`src/scc_pkg.sv`:
```
/*
 * Package for the stepper chopper timing block: register map, field layout, reset values,
 * timing counts and the carrier structs shared by the design.
 * Assumes a 200 MHz system clock and a 32-bit APB register bus.
 */
package scc_pkg;

  localparam int unsigned SYS_CLK_MHZ = 200;
  localparam int unsigned RESET_DELAY_NS = 700;
  // The longest allowed time rounds down to whole cycles.
  localparam int unsigned RESET_DELAY_CYC = (RESET_DELAY_NS * SYS_CLK_MHZ) / 1000;

  localparam logic [11:0] CTRL_OFFSET = 12'h000;
  localparam logic [11:0] STAT_OFFSET = 12'h004;
  localparam logic [11:0] TIME_OFFSET = 12'h008;

  localparam int unsigned PROG_BITS = 6;
  localparam int unsigned CTRL_ENABLE_BIT = 0;
  localparam int unsigned CTRL_CLRPROG_BIT = 1;
  localparam logic [31:0] CTRL_RESET = 32'h0000_0001;

  localparam int unsigned PROG_OPEN_BIT = 5;
  localparam int unsigned PROG_SLOW_BIT = 4;
  localparam int unsigned PROG_OLHALF_BIT = 3;
  localparam int unsigned PROG_RED_LSB = 0;
  localparam logic [5:0] PROG_RESET = 6'h00;

  localparam logic [15:0] PERIOD_RESET = 16'd999;
  localparam logic [15:0] TONMIN_RESET = 16'd99;

  typedef struct packed {
    logic open_loop;
    logic slow_rate;
    logic ol_half;
    logic [2:0] reduced_level;
  } scc_prog_s;

  typedef struct packed {
    logic chopping_switch;
    logic outputs_enabled;
    logic blanking;
    logic reduced_active;
  } scc_drive_s;

  typedef enum logic [1:0] {
    SCC_ST_RESET = 2'b00,
    SCC_ST_ON = 2'b01,
    SCC_ST_OFF = 2'b10
  } scc_chop_e;

endpackage

```
`src/scc_top.sv`:
```
/*
 * Chopping timing and mode control for a unipolar stepper driver: oscillator period pacing,
 * blanking, closed and open loop on-time, phase-change restart, reset and program handling.
 * Assumes all pin inputs are synchronous to sys_clk and an APB master on the register bus.
 */
// Local design decisions: the address map and the APB slave port.
`timescale 1ns/1ps
`default_nettype none
// Notes on behaviour
// - Fast chopping rate uses one oscillator period per chopping period.
// - Closed-loop on-time never shorter than the oscillator discharge interval.
// - Blanking window of minimum on-time masks sense at each period start.
// - Open-loop on-time is 75% or 50% of minimum on-time, unregulated.
// - Closed-loop on-time starts at oscillator pulse, ends at sense trip.
// - Phase change restarts the oscillator period and turns the switch on at once.
// - Low oscillator pin clears program and disables outputs within 700 ns.
// - Supply threshold crossing produces an internal reset, up and down.
// - Closed loop slow rate starts on-time on every second oscillator cycle.
// - Mode may be reprogrammed any number of times during operation.
// - Level input low gives full current; high gives programmed reduced level in closed loop, full current in open loop.
// - Program data is shifted in only in programming mode and latched after it ends, with level high.

module scc_top
  import scc_pkg::*;
#(
  parameter int unsigned CNT_W = 16
) (
  input wire logic sys_clk,
  input wire logic resetn,
  input wire logic psel,
  input wire logic penable,
  input wire logic pwrite,
  input wire logic [11:0] paddr,
  input wire logic [31:0] pwdata,
  output logic [31:0] prdata,
  output logic pready,
  output logic pslverr,
  input wire logic osc_pin_low,
  input wire logic supply_low,
  input wire logic phase_change,
  input wire logic sense_trip,
  input wire logic program_mode,
  input wire logic program_clock,
  input wire logic level_and_program_data_input,
  input wire logic open_loop_program_data_input,
  output scc_pkg::scc_drive_s drive,
  output logic [2:0] current_level
);
  import scc_pkg::*;

  ////////////////////////////////////////////////////////////////////////////////
  // Reset release.

  logic rst_meta_r;
  logic rst_sync_r;
  logic rst_n;

  always_ff @(posedge sys_clk or negedge resetn) begin
    if (!resetn) begin
      rst_meta_r <= 1'b0;
      rst_sync_r <= 1'b0;
    end else begin
      rst_meta_r <= 1'b1;
      rst_sync_r <= rst_meta_r;
    end
  end

  assign rst_n = rst_sync_r;

  ////////////////////////////////////////////////////////////////////////////////
  // Register bus.

  logic [31:0] ctrl_r, ctrl_nxt;
  logic [CNT_W-1:0] period_r, period_nxt;
  logic [CNT_W-1:0] tonmin_r, tonmin_nxt;
  logic [31:0] rdata_r, rdata_nxt;
  logic err_r, err_nxt;
  logic access;
  logic clr_prog_req;
  scc_prog_s prog_r, prog_nxt;
  scc_chop_e state_r, state_nxt;
  logic [15:0] status_word;

  function automatic logic addr_known(input logic [11:0] a);
    addr_known = (a == CTRL_OFFSET) || (a == STAT_OFFSET) || (a == TIME_OFFSET);
  endfunction

  assign access = psel && penable;
  // Single-cycle access phase: the slave never inserts wait states.
  assign pready = 1'b1;
  assign prdata = rdata_r;
  assign pslverr = err_r;
  assign clr_prog_req = access && pwrite && (paddr == CTRL_OFFSET) && pwdata[CTRL_CLRPROG_BIT];
  assign status_word = {8'h00, state_r, prog_r};

  always_comb begin
    ctrl_nxt = ctrl_r;
    period_nxt = period_r;
    tonmin_nxt = tonmin_r;
    err_nxt = 1'b0;
    rdata_nxt = rdata_r;
    if (psel && !penable) begin
      err_nxt = !addr_known(paddr);
      unique case (paddr)
        CTRL_OFFSET: rdata_nxt = {30'h0, 1'b0, ctrl_r[CTRL_ENABLE_BIT]};
        STAT_OFFSET: rdata_nxt = {16'h0000, status_word};
        TIME_OFFSET: rdata_nxt = {tonmin_r, period_r};
        default: rdata_nxt = 32'h0000_0000;
      endcase
    end
    if (access && pwrite) begin
      unique case (paddr)
        CTRL_OFFSET: ctrl_nxt = {31'h0, pwdata[CTRL_ENABLE_BIT]};
        TIME_OFFSET: begin
          period_nxt = pwdata[CNT_W-1:0];
          tonmin_nxt = pwdata[16 +: CNT_W];
        end
        default: ctrl_nxt = ctrl_r;
      endcase
    end
  end

  always_ff @(posedge sys_clk or negedge rst_n) begin
    if (!rst_n) begin
      ctrl_r <= CTRL_RESET;
      period_r <= PERIOD_RESET;
      tonmin_r <= TONMIN_RESET;
      rdata_r <= 32'h0000_0000;
      err_r <= 1'b0;
    end else begin
      ctrl_r <= ctrl_nxt;
      period_r <= period_nxt;
      tonmin_r <= tonmin_nxt;
      rdata_r <= rdata_nxt;
      err_r <= err_nxt;
    end
  end

  ////////////////////////////////////////////////////////////////////////////////
  // Program shift register and reset sources.

  logic [PROG_BITS-1:0] shift_r, shift_nxt;
  logic clk_d_r, clk_d_nxt;
  logic [2:0] disc_cnt_r, disc_cnt_nxt;
  logic pin_reset;
  logic soft_reset;

  // Oscillator-pin reset and supply reset take effect at the next clock edge, well inside the delay budget.
  assign pin_reset = osc_pin_low;
  assign soft_reset = pin_reset || supply_low || clr_prog_req;

  always_comb begin
    shift_nxt = shift_r;
    prog_nxt = prog_r;
    clk_d_nxt = program_clock;
    disc_cnt_nxt = disc_cnt_r;
    if (soft_reset) begin
      shift_nxt = PROG_RESET;
      prog_nxt = PROG_RESET;
      disc_cnt_nxt = 3'd0;
    end else if (program_mode) begin
      // Data shifts in only in programming mode, so other drivers on the line are ignored.
      if (program_clock && !clk_d_r) begin
        shift_nxt = {shift_r[PROG_BITS-2:0], open_loop_program_data_input};
        disc_cnt_nxt = disc_cnt_r + 3'd1;
      end
    end else if (clk_d_r && !program_clock) begin
      disc_cnt_nxt = 3'd0;
    end
    // A full word is taken on leaving programming mode, only while the level line is high.
    if (!soft_reset && !program_mode && level_and_program_data_input && disc_cnt_r >= 3'd6) begin
      prog_nxt = shift_r;
      disc_cnt_nxt = 3'd0;
    end
  end

  always_ff @(posedge sys_clk or negedge rst_n) begin
    if (!rst_n) begin
      shift_r <= PROG_RESET;
      prog_r <= PROG_RESET;
      clk_d_r <= 1'b0;
      disc_cnt_r <= 3'd0;
    end else begin
      shift_r <= shift_nxt;
      prog_r <= prog_nxt;
      clk_d_r <= clk_d_nxt;
      disc_cnt_r <= disc_cnt_nxt;
    end
  end

  ////////////////////////////////////////////////////////////////////////////////
  // Oscillator and chopping state.

  logic [CNT_W-1:0] osc_cnt_r, osc_cnt_nxt;
  logic [CNT_W-1:0] on_cnt_r, on_cnt_nxt;
  logic odd_r, odd_nxt;
  logic osc_pulse;
  logic start_period;
  logic enabled;
  logic [CNT_W-1:0] on_len;
  logic sw_r, sw_nxt;
  logic blank_r, blank_nxt;

  assign enabled = ctrl_r[CTRL_ENABLE_BIT] && !pin_reset && !supply_low;
  assign osc_pulse = (osc_cnt_r == period_r);
  // Fast rate and open loop: each oscillator cycle is a chopping period; closed-loop slow rate skips every other one.
  assign start_period = phase_change ||
      (osc_pulse && (prog_r.open_loop || !prog_r.slow_rate || odd_r));
  // Open-loop on-time is three quarters or one half of the minimum on-time.
  assign on_len = prog_r.ol_half ? (tonmin_r >> 1) :
      (tonmin_r - (tonmin_r >> 2));

  always_comb begin
    osc_cnt_nxt = osc_pulse ? '0 : osc_cnt_r + 1'b1;
    odd_nxt = osc_pulse ? !odd_r : odd_r;
    on_cnt_nxt = (on_cnt_r == {CNT_W{1'b1}}) ? on_cnt_r : on_cnt_r + 1'b1;
    state_nxt = state_r;
    if (phase_change) begin
      osc_cnt_nxt = '0;
      odd_nxt = 1'b1;
    end
    if (!enabled) begin
      state_nxt = SCC_ST_RESET;
    end else if (start_period) begin
      state_nxt = SCC_ST_ON;
      on_cnt_nxt = '0;
    end else begin
      unique case (state_r)
        SCC_ST_RESET: state_nxt = SCC_ST_RESET;
        SCC_ST_ON: begin
          if (prog_r.open_loop) begin
            if (on_cnt_r + 1'b1 >= on_len) state_nxt = SCC_ST_OFF;
          end else if (sense_trip && on_cnt_r + 1'b1 >= tonmin_r) begin
            state_nxt = SCC_ST_OFF;
          end
        end
        SCC_ST_OFF: state_nxt = SCC_ST_OFF;
        default: state_nxt = SCC_ST_RESET;
      endcase
    end
    sw_nxt = (state_nxt == SCC_ST_ON);
    blank_nxt = (state_nxt == SCC_ST_ON) && (on_cnt_nxt < tonmin_r);
  end

  always_ff @(posedge sys_clk or negedge rst_n) begin
    if (!rst_n) begin
      osc_cnt_r <= '0;
      on_cnt_r <= '0;
      odd_r <= 1'b0;
      state_r <= SCC_ST_RESET;
      sw_r <= 1'b0;
      blank_r <= 1'b0;
    end else begin
      osc_cnt_r <= osc_cnt_nxt;
      on_cnt_r <= on_cnt_nxt;
      odd_r <= odd_nxt;
      state_r <= state_nxt;
      sw_r <= sw_nxt;
      blank_r <= blank_nxt;
    end
  end

  ////////////////////////////////////////////////////////////////////////////////
  // Drive outputs.

  logic red_r, red_nxt;
  logic [2:0] lvl_r, lvl_nxt;

  always_comb begin
    red_nxt = level_and_program_data_input && !prog_r.open_loop;
    lvl_nxt = red_nxt ? prog_r.reduced_level : 3'h7;
  end

  always_ff @(posedge sys_clk or negedge rst_n) begin
    if (!rst_n) begin
      red_r <= 1'b0;
      lvl_r <= 3'h7;
    end else begin
      red_r <= red_nxt;
      lvl_r <= lvl_nxt;
    end
  end

  assign drive.chopping_switch = sw_r;
  assign drive.outputs_enabled = (state_r != SCC_ST_RESET);
  assign drive.blanking = blank_r;
  assign drive.reduced_active = red_r;
  assign current_level = lvl_r;

endmodule
`default_nettype wire

```
`config.mk`:
```
export PLATFORM = sky130hd
export DESIGN_NAME = scc_top
export DESIGN_NICKNAME = d
export VERILOG_FILES = /design/src/scc_pkg.sv /design/src/scc_top.sv
export SDC_FILE = /design/constraint.sdc
export NUM_CORES = 1
export LEC_CHECK = 0
export ABC_AREA = 0
export BUFFER_PORTS_ARGS = -buffer_cell sky130_fd_sc_hd__buf_2
export CAP_MARGIN = 15
export CORE_UTILIZATION = 55
export DETAILED_ROUTE_END_ITERATION = 12
export GPL_ROUTABILITY_DRIVEN = 0
export PLACE_DENSITY_LB_ADDON = 0.12
export SYNTH_ARGS = -nofsm -noshare
export SYNTH_HDL_FRONTEND = slang
export SYNTH_SLANG_ARGS = --single-unit
```
`constraint.sdc`:
```
create_clock -name sys_clk -period 6.3 [get_ports sys_clk]
set_clock_uncertainty 0.05 [all_clocks]
set_input_delay 1.26 -clock sys_clk [delete_from_list [all_inputs] [get_ports sys_clk]]
set_output_delay 1.26 -clock sys_clk [all_outputs]
set_load 0.05 [all_outputs]
```
==> Implementation_results.wiki <==
{| class="wikitable"
! Metric !! Value
|-
| Cell area after synthesis || just over 7000 sq um
|-
| Via-per-instance ratio || approximately 5.7
|-
| Routed metal-1 wirelength || roughly 7100 um
|-
| Number of H-tree branching levels || 4
|-
| Worst min-delay path category || register to async pin
|-
| Ordered cell list for the critical path || inv_1, ha_1, inv_1, fa_1, a21o_1, a211oi_1, o21ai_0, a31o_2, a211o_1, a21oi_1, a21o_1, ha_1, nand2_1, o21ai_0, a2111oi_0, a21oi_1, o22ai_1, nand3_1, o211a_1, nor3b_2
|-
| CTS tree || yes
|-
| Number of warnings reported in the yosys synthesis log || 0
|-
| Critical path endpoint category || register
|-
| Synth area leaders || sky130_fd_sc_hd__dfrtp_1 (37%), sky130_fd_sc_hd__ha_1 (12%), sky130_fd_sc_hd__dfstp_2 (5.8%)
|-
| Critical path launch point type || register
|-
| Sequential cell area || ~3200 sq um
|-
| Final critical path time including I/O delays and setup || roughly 4.4 ns
|-
| Die Footprint || ~14,000 sq um
|-
| Clock latency reported for the late side of the worst-skew pair || between 0.4 and 0.5 ns
|-
| Most common cell after layout, fill and taps aside || sky130_fd_sc_hd__dfrtp_1
|-
| Result of the run || finished, final reports clean
|-
| Maximum clock frequency || roughly 0.23 GHz
|-
| Final hold violations || 0
|-
| Net switching power figure || between 0.7 and 0.8 mW
|-
| Largest net degree at the start of global routing || 82
|-
| Worst rel slew slack || 31.3%
|-
| Number of antenna violations at the first check in global routing || 0
|-
| # rows || 41
|-
| Placement Setup Slack || about 1.9 ns
|-
| Unrepaired setup endpoints after global routing || no
|-
| Actual slew at the worst max-slew pin || just over 1 ns
|-
| Post-CTS Repair Setup Buffers || 0
|-
| Total Routing Usage GR || 28.1%
|-
| Total I/O pin count || between 90 and 100
|-
| Hold slack final || 0.261 ns
|-
| Half-perimeter wire length after placement || around 13,000 um
|-
| Initial drt markers || around 360
|-
| Critical path class || register to register
|-
| Layout overhead on the synthesized area || 17.0%
|-
| Internal power of the cells || 1.75 mW
|-
| Lkg Pwr || about 4 nW
|-
| Horizontal die dimension || 117 um
|-
| Number of antenna-violating nets in the routed design || 0
|-
| CTS Root Buffer Type || sky130_fd_sc_hd__clkbuf_16
|-
| Clock Sinks || ~130
|-
| Worst setup slack after layout || ~1.9 ns
|-
| Grt total ovfl || 0
|-
| Drc violations || 0
|-
| Number of diodes || 0
|-
| Overall via count from detail_route || 5,758
|-
| Post-Syn Instances || 731
|-
| Filler cell count || about 1,000
|-
| Fraction of power consumed by sequential logic || between 30% and 40%
|-
| Initial core utilization || between 50% and 60%
|-
| Portion of the clock cycle consumed by the worst path in the final layout || a little over two thirds
|-
| PortBufs || 96
|-
| Global-route wire length before repair || around 29,000 um
|-
| Number of violations of the max-capacitance limit || 0
|-
| Share of the synthesized area in the top cell type || 37.5%
|-
| DR WL met2 || approximately 9000 um
|-
| Vert. Die Dim || roughly 120 um
|-
| Topmost layer with routed signal wires || met4
|-
| Portion of the post-synthesis area used by sequential elements || a little over two fifths
|-
| Number of global-route vias before repair || approximately 6,000
|-
| Number of resized instances in the post-cts repair step || 0
|-
| Cell taking the most area after synthesis || sky130_fd_sc_hd__dfrtp_1
|-
| Pwr dens || 294 nW/um^2
|-
| WL met3 || 732 um
|-
| Final TNS setup || 0 ns
|-
| Number of enable-type register cells in the synthesized netlist || 0
|-
| Main synth FF type || sky130_fd_sc_hd__dfrtp_1
|-
| Wire length reported by the detailed router || approximately 17,000 um
|-
| Register bit total from synthesis || around 130
|-
| Number of library cell types mapped by synthesis || around 60
|-
| Ys async rst share || between 90% and 100%
|-
| Data arrival time at the worst-slack endpoint || 4.68 ns
|-
| Clock network fraction of total power || approximately two fifths
|-
| Clock-pin slew on the worst setup and hold paths || about 0.06 ns
|-
| Worst Reg2Reg Path Length in Cells || 20
|-
| Net switching fraction of the power || between 20% and 30%
|-
| Total of endpoints with negative setup slack in the final report || 0
|-
| Max rail drop VDD || 0.181 mV
|-
| Post-Layout Cell Count || 1,009
|-
| Length of the first detailed-routing pass in iterations || 5
|-
| Worst Path Required || 6.59 ns
|-
| Placeable core area || 12,800 sq um
|-
| Average instance area after synthesis || about 10 sq um
|-
| Final-stage net count || 950
|-
| CTS buffer count || 17
|-
| Power share of the combinational group || between 20% and 30%
|-
| Post-layout total power || ~2.5 mW
|-
| Layout cells sized above 1 || a little over a fifth
|-
| Slowest stage cell, crit path || sky130_fd_sc_hd__fa_1
|-
| Area occupied by multi-input gates || between 3000 and 4000 sq um
|-
| Commonest non-fill, non-tap cells in the layout || sky130_fd_sc_hd__dfrtp_1 (108), sky130_fd_sc_hd__buf_2 (96), sky130_fd_sc_hd__ha_1 (68)
|-
| Maximum clock path buffer count || 2
|-
| Biggest cell delay along the critical path || approximately 0.40 ns
|-
| Hold bufs inserted after CTS || 0
|-
| Critical path peak fanout || 4
|-
| Routed length per instance || about 17 um
|-
| Placed insts || 977
|-
| Final number of max-transition violations || 0
|}
## layer usage
| metal | vias to the layer above | global-route usage, % |
|---|---|---|
| li1 | 2778 | - |
| met3 | 40 | 7.72 |
| met2 | 139 | 48.3 |
| met5 | - | 0 |
| met4 | 0 | 12.8 |
| met1 | 2801 | 32.8 |
## area by class of cell
cell class	count	area share (%)
inverters	46	2.03
multi-input cells	532	45.1
well taps	172	2.53
repair buffers	102	6.17
clock buffers	23	5.61
flip-flops and latches	125	37.0
clock inverters	9	1.57
## cells in the mapped netlist (5+ instances only)
master	count
sky130_fd_sc_hd__a21o_1	11
sky130_fd_sc_hd__a21oi_1	49
sky130_fd_sc_hd__a22o_1	24
sky130_fd_sc_hd__a22oi_1	8
sky130_fd_sc_hd__and2_1	5
sky130_fd_sc_hd__and3_1	14
sky130_fd_sc_hd__buf_4	5
sky130_fd_sc_hd__clkbuf_1	18
sky130_fd_sc_hd__dfrtp_1	109
sky130_fd_sc_hd__dfstp_2	16
sky130_fd_sc_hd__ha_1	68
sky130_fd_sc_hd__inv_1	46
sky130_fd_sc_hd__mux2_2	17
sky130_fd_sc_hd__mux2i_1	9
sky130_fd_sc_hd__nand2_1	43
sky130_fd_sc_hd__nand2b_1	7
sky130_fd_sc_hd__nand3_1	21
sky130_fd_sc_hd__nand4_1	11
sky130_fd_sc_hd__nor2_1	60
sky130_fd_sc_hd__nor2b_1	9
sky130_fd_sc_hd__nor3_1	8
sky130_fd_sc_hd__o21a_1	6
sky130_fd_sc_hd__o21ai_0	38
sky130_fd_sc_hd__o31ai_1	9
sky130_fd_sc_hd__xnor2_1	36
sky130_fd_sc_hd__xor2_1	20
## registers in the layout, indices dropped and copies added (netlist names)
| register | count |
|---|---|
| on_cnt_r | 16 |
| odd_r | 1 |
| ctrl_r | 1 |
| disc_cnt_r | 3 |
| tonmin_r | 16 |
| blank_r | 1 |
| prdata | 32 |
| rst_meta_r | 1 |
| pslverr | 1 |
| red_r | 1 |
| state_r | 2 |
| sw_r | 1 |
| rst_n | 1 |
| osc_cnt_r | 16 |
| period_r | 16 |
| shift_r | 6 |
| current_level | 3 |
| clk_d_r | 1 |
| prog_r | 6 |
## final timing paths
check | startpoint | to | slack, ns
hold reg to reg | rst_n | on_cnt_r[14] | 0.26
max in group asynchronous | rst_n | on_cnt_r[0] | 4.51
setup / recovery | tonmin_r[0] | blank_r | 1.92
min in group sys_clk | rst_meta_r | rst_n | 0.30
setup reg to reg | tonmin_r[0] | blank_r | 1.92
hold / removal | rst_n | on_cnt_r[14] | 0.26
## metrics by stage
stage / area [sq um] / util, %
after floorplan: 7280 / -
after global placement: 7900 / 61.9
after detailed placement: 7900 / 61.9
after CTS: 8510 / 66.6
after global routing: 8510 / 66.6
final: 8510 / 66.6
## logic make-up after synthesis
logic type      Yosys count  share of synthesized area [%]
xor+xnor                 56                           6.74
flops                   125                           43.3
buf+inv                  75                           4.20
other cells               1                         0.0515
fa+ha+maj                69                           12.0
mux                      26                           3.87
simple gates            203                           13.9
compound gates          176                           16.0
## critical path, delay by kind of cell (launching register included)
kind            cells  cell delay, ns
flops               1            0.38
buf+inv             2            0.15
fa+ha+maj           3            0.79
simple gates        3            0.37
compound gates     12            2.55
## power by group through the flow
stage / clock network (mW) / registers (mW) / logic, mW
floorplan: 0 / 0.927 / 0.407
global placement: 0 / 0.924 / 0.540
detailed placement: 0 / 0.929 / 0.572
CTS: 1.02 / 0.916 / 0.581
global route: 1.06 / 0.926 / 0.662
finish: 1.01 / 0.916 / 0.580
Power figures use the tool's default switching activity.
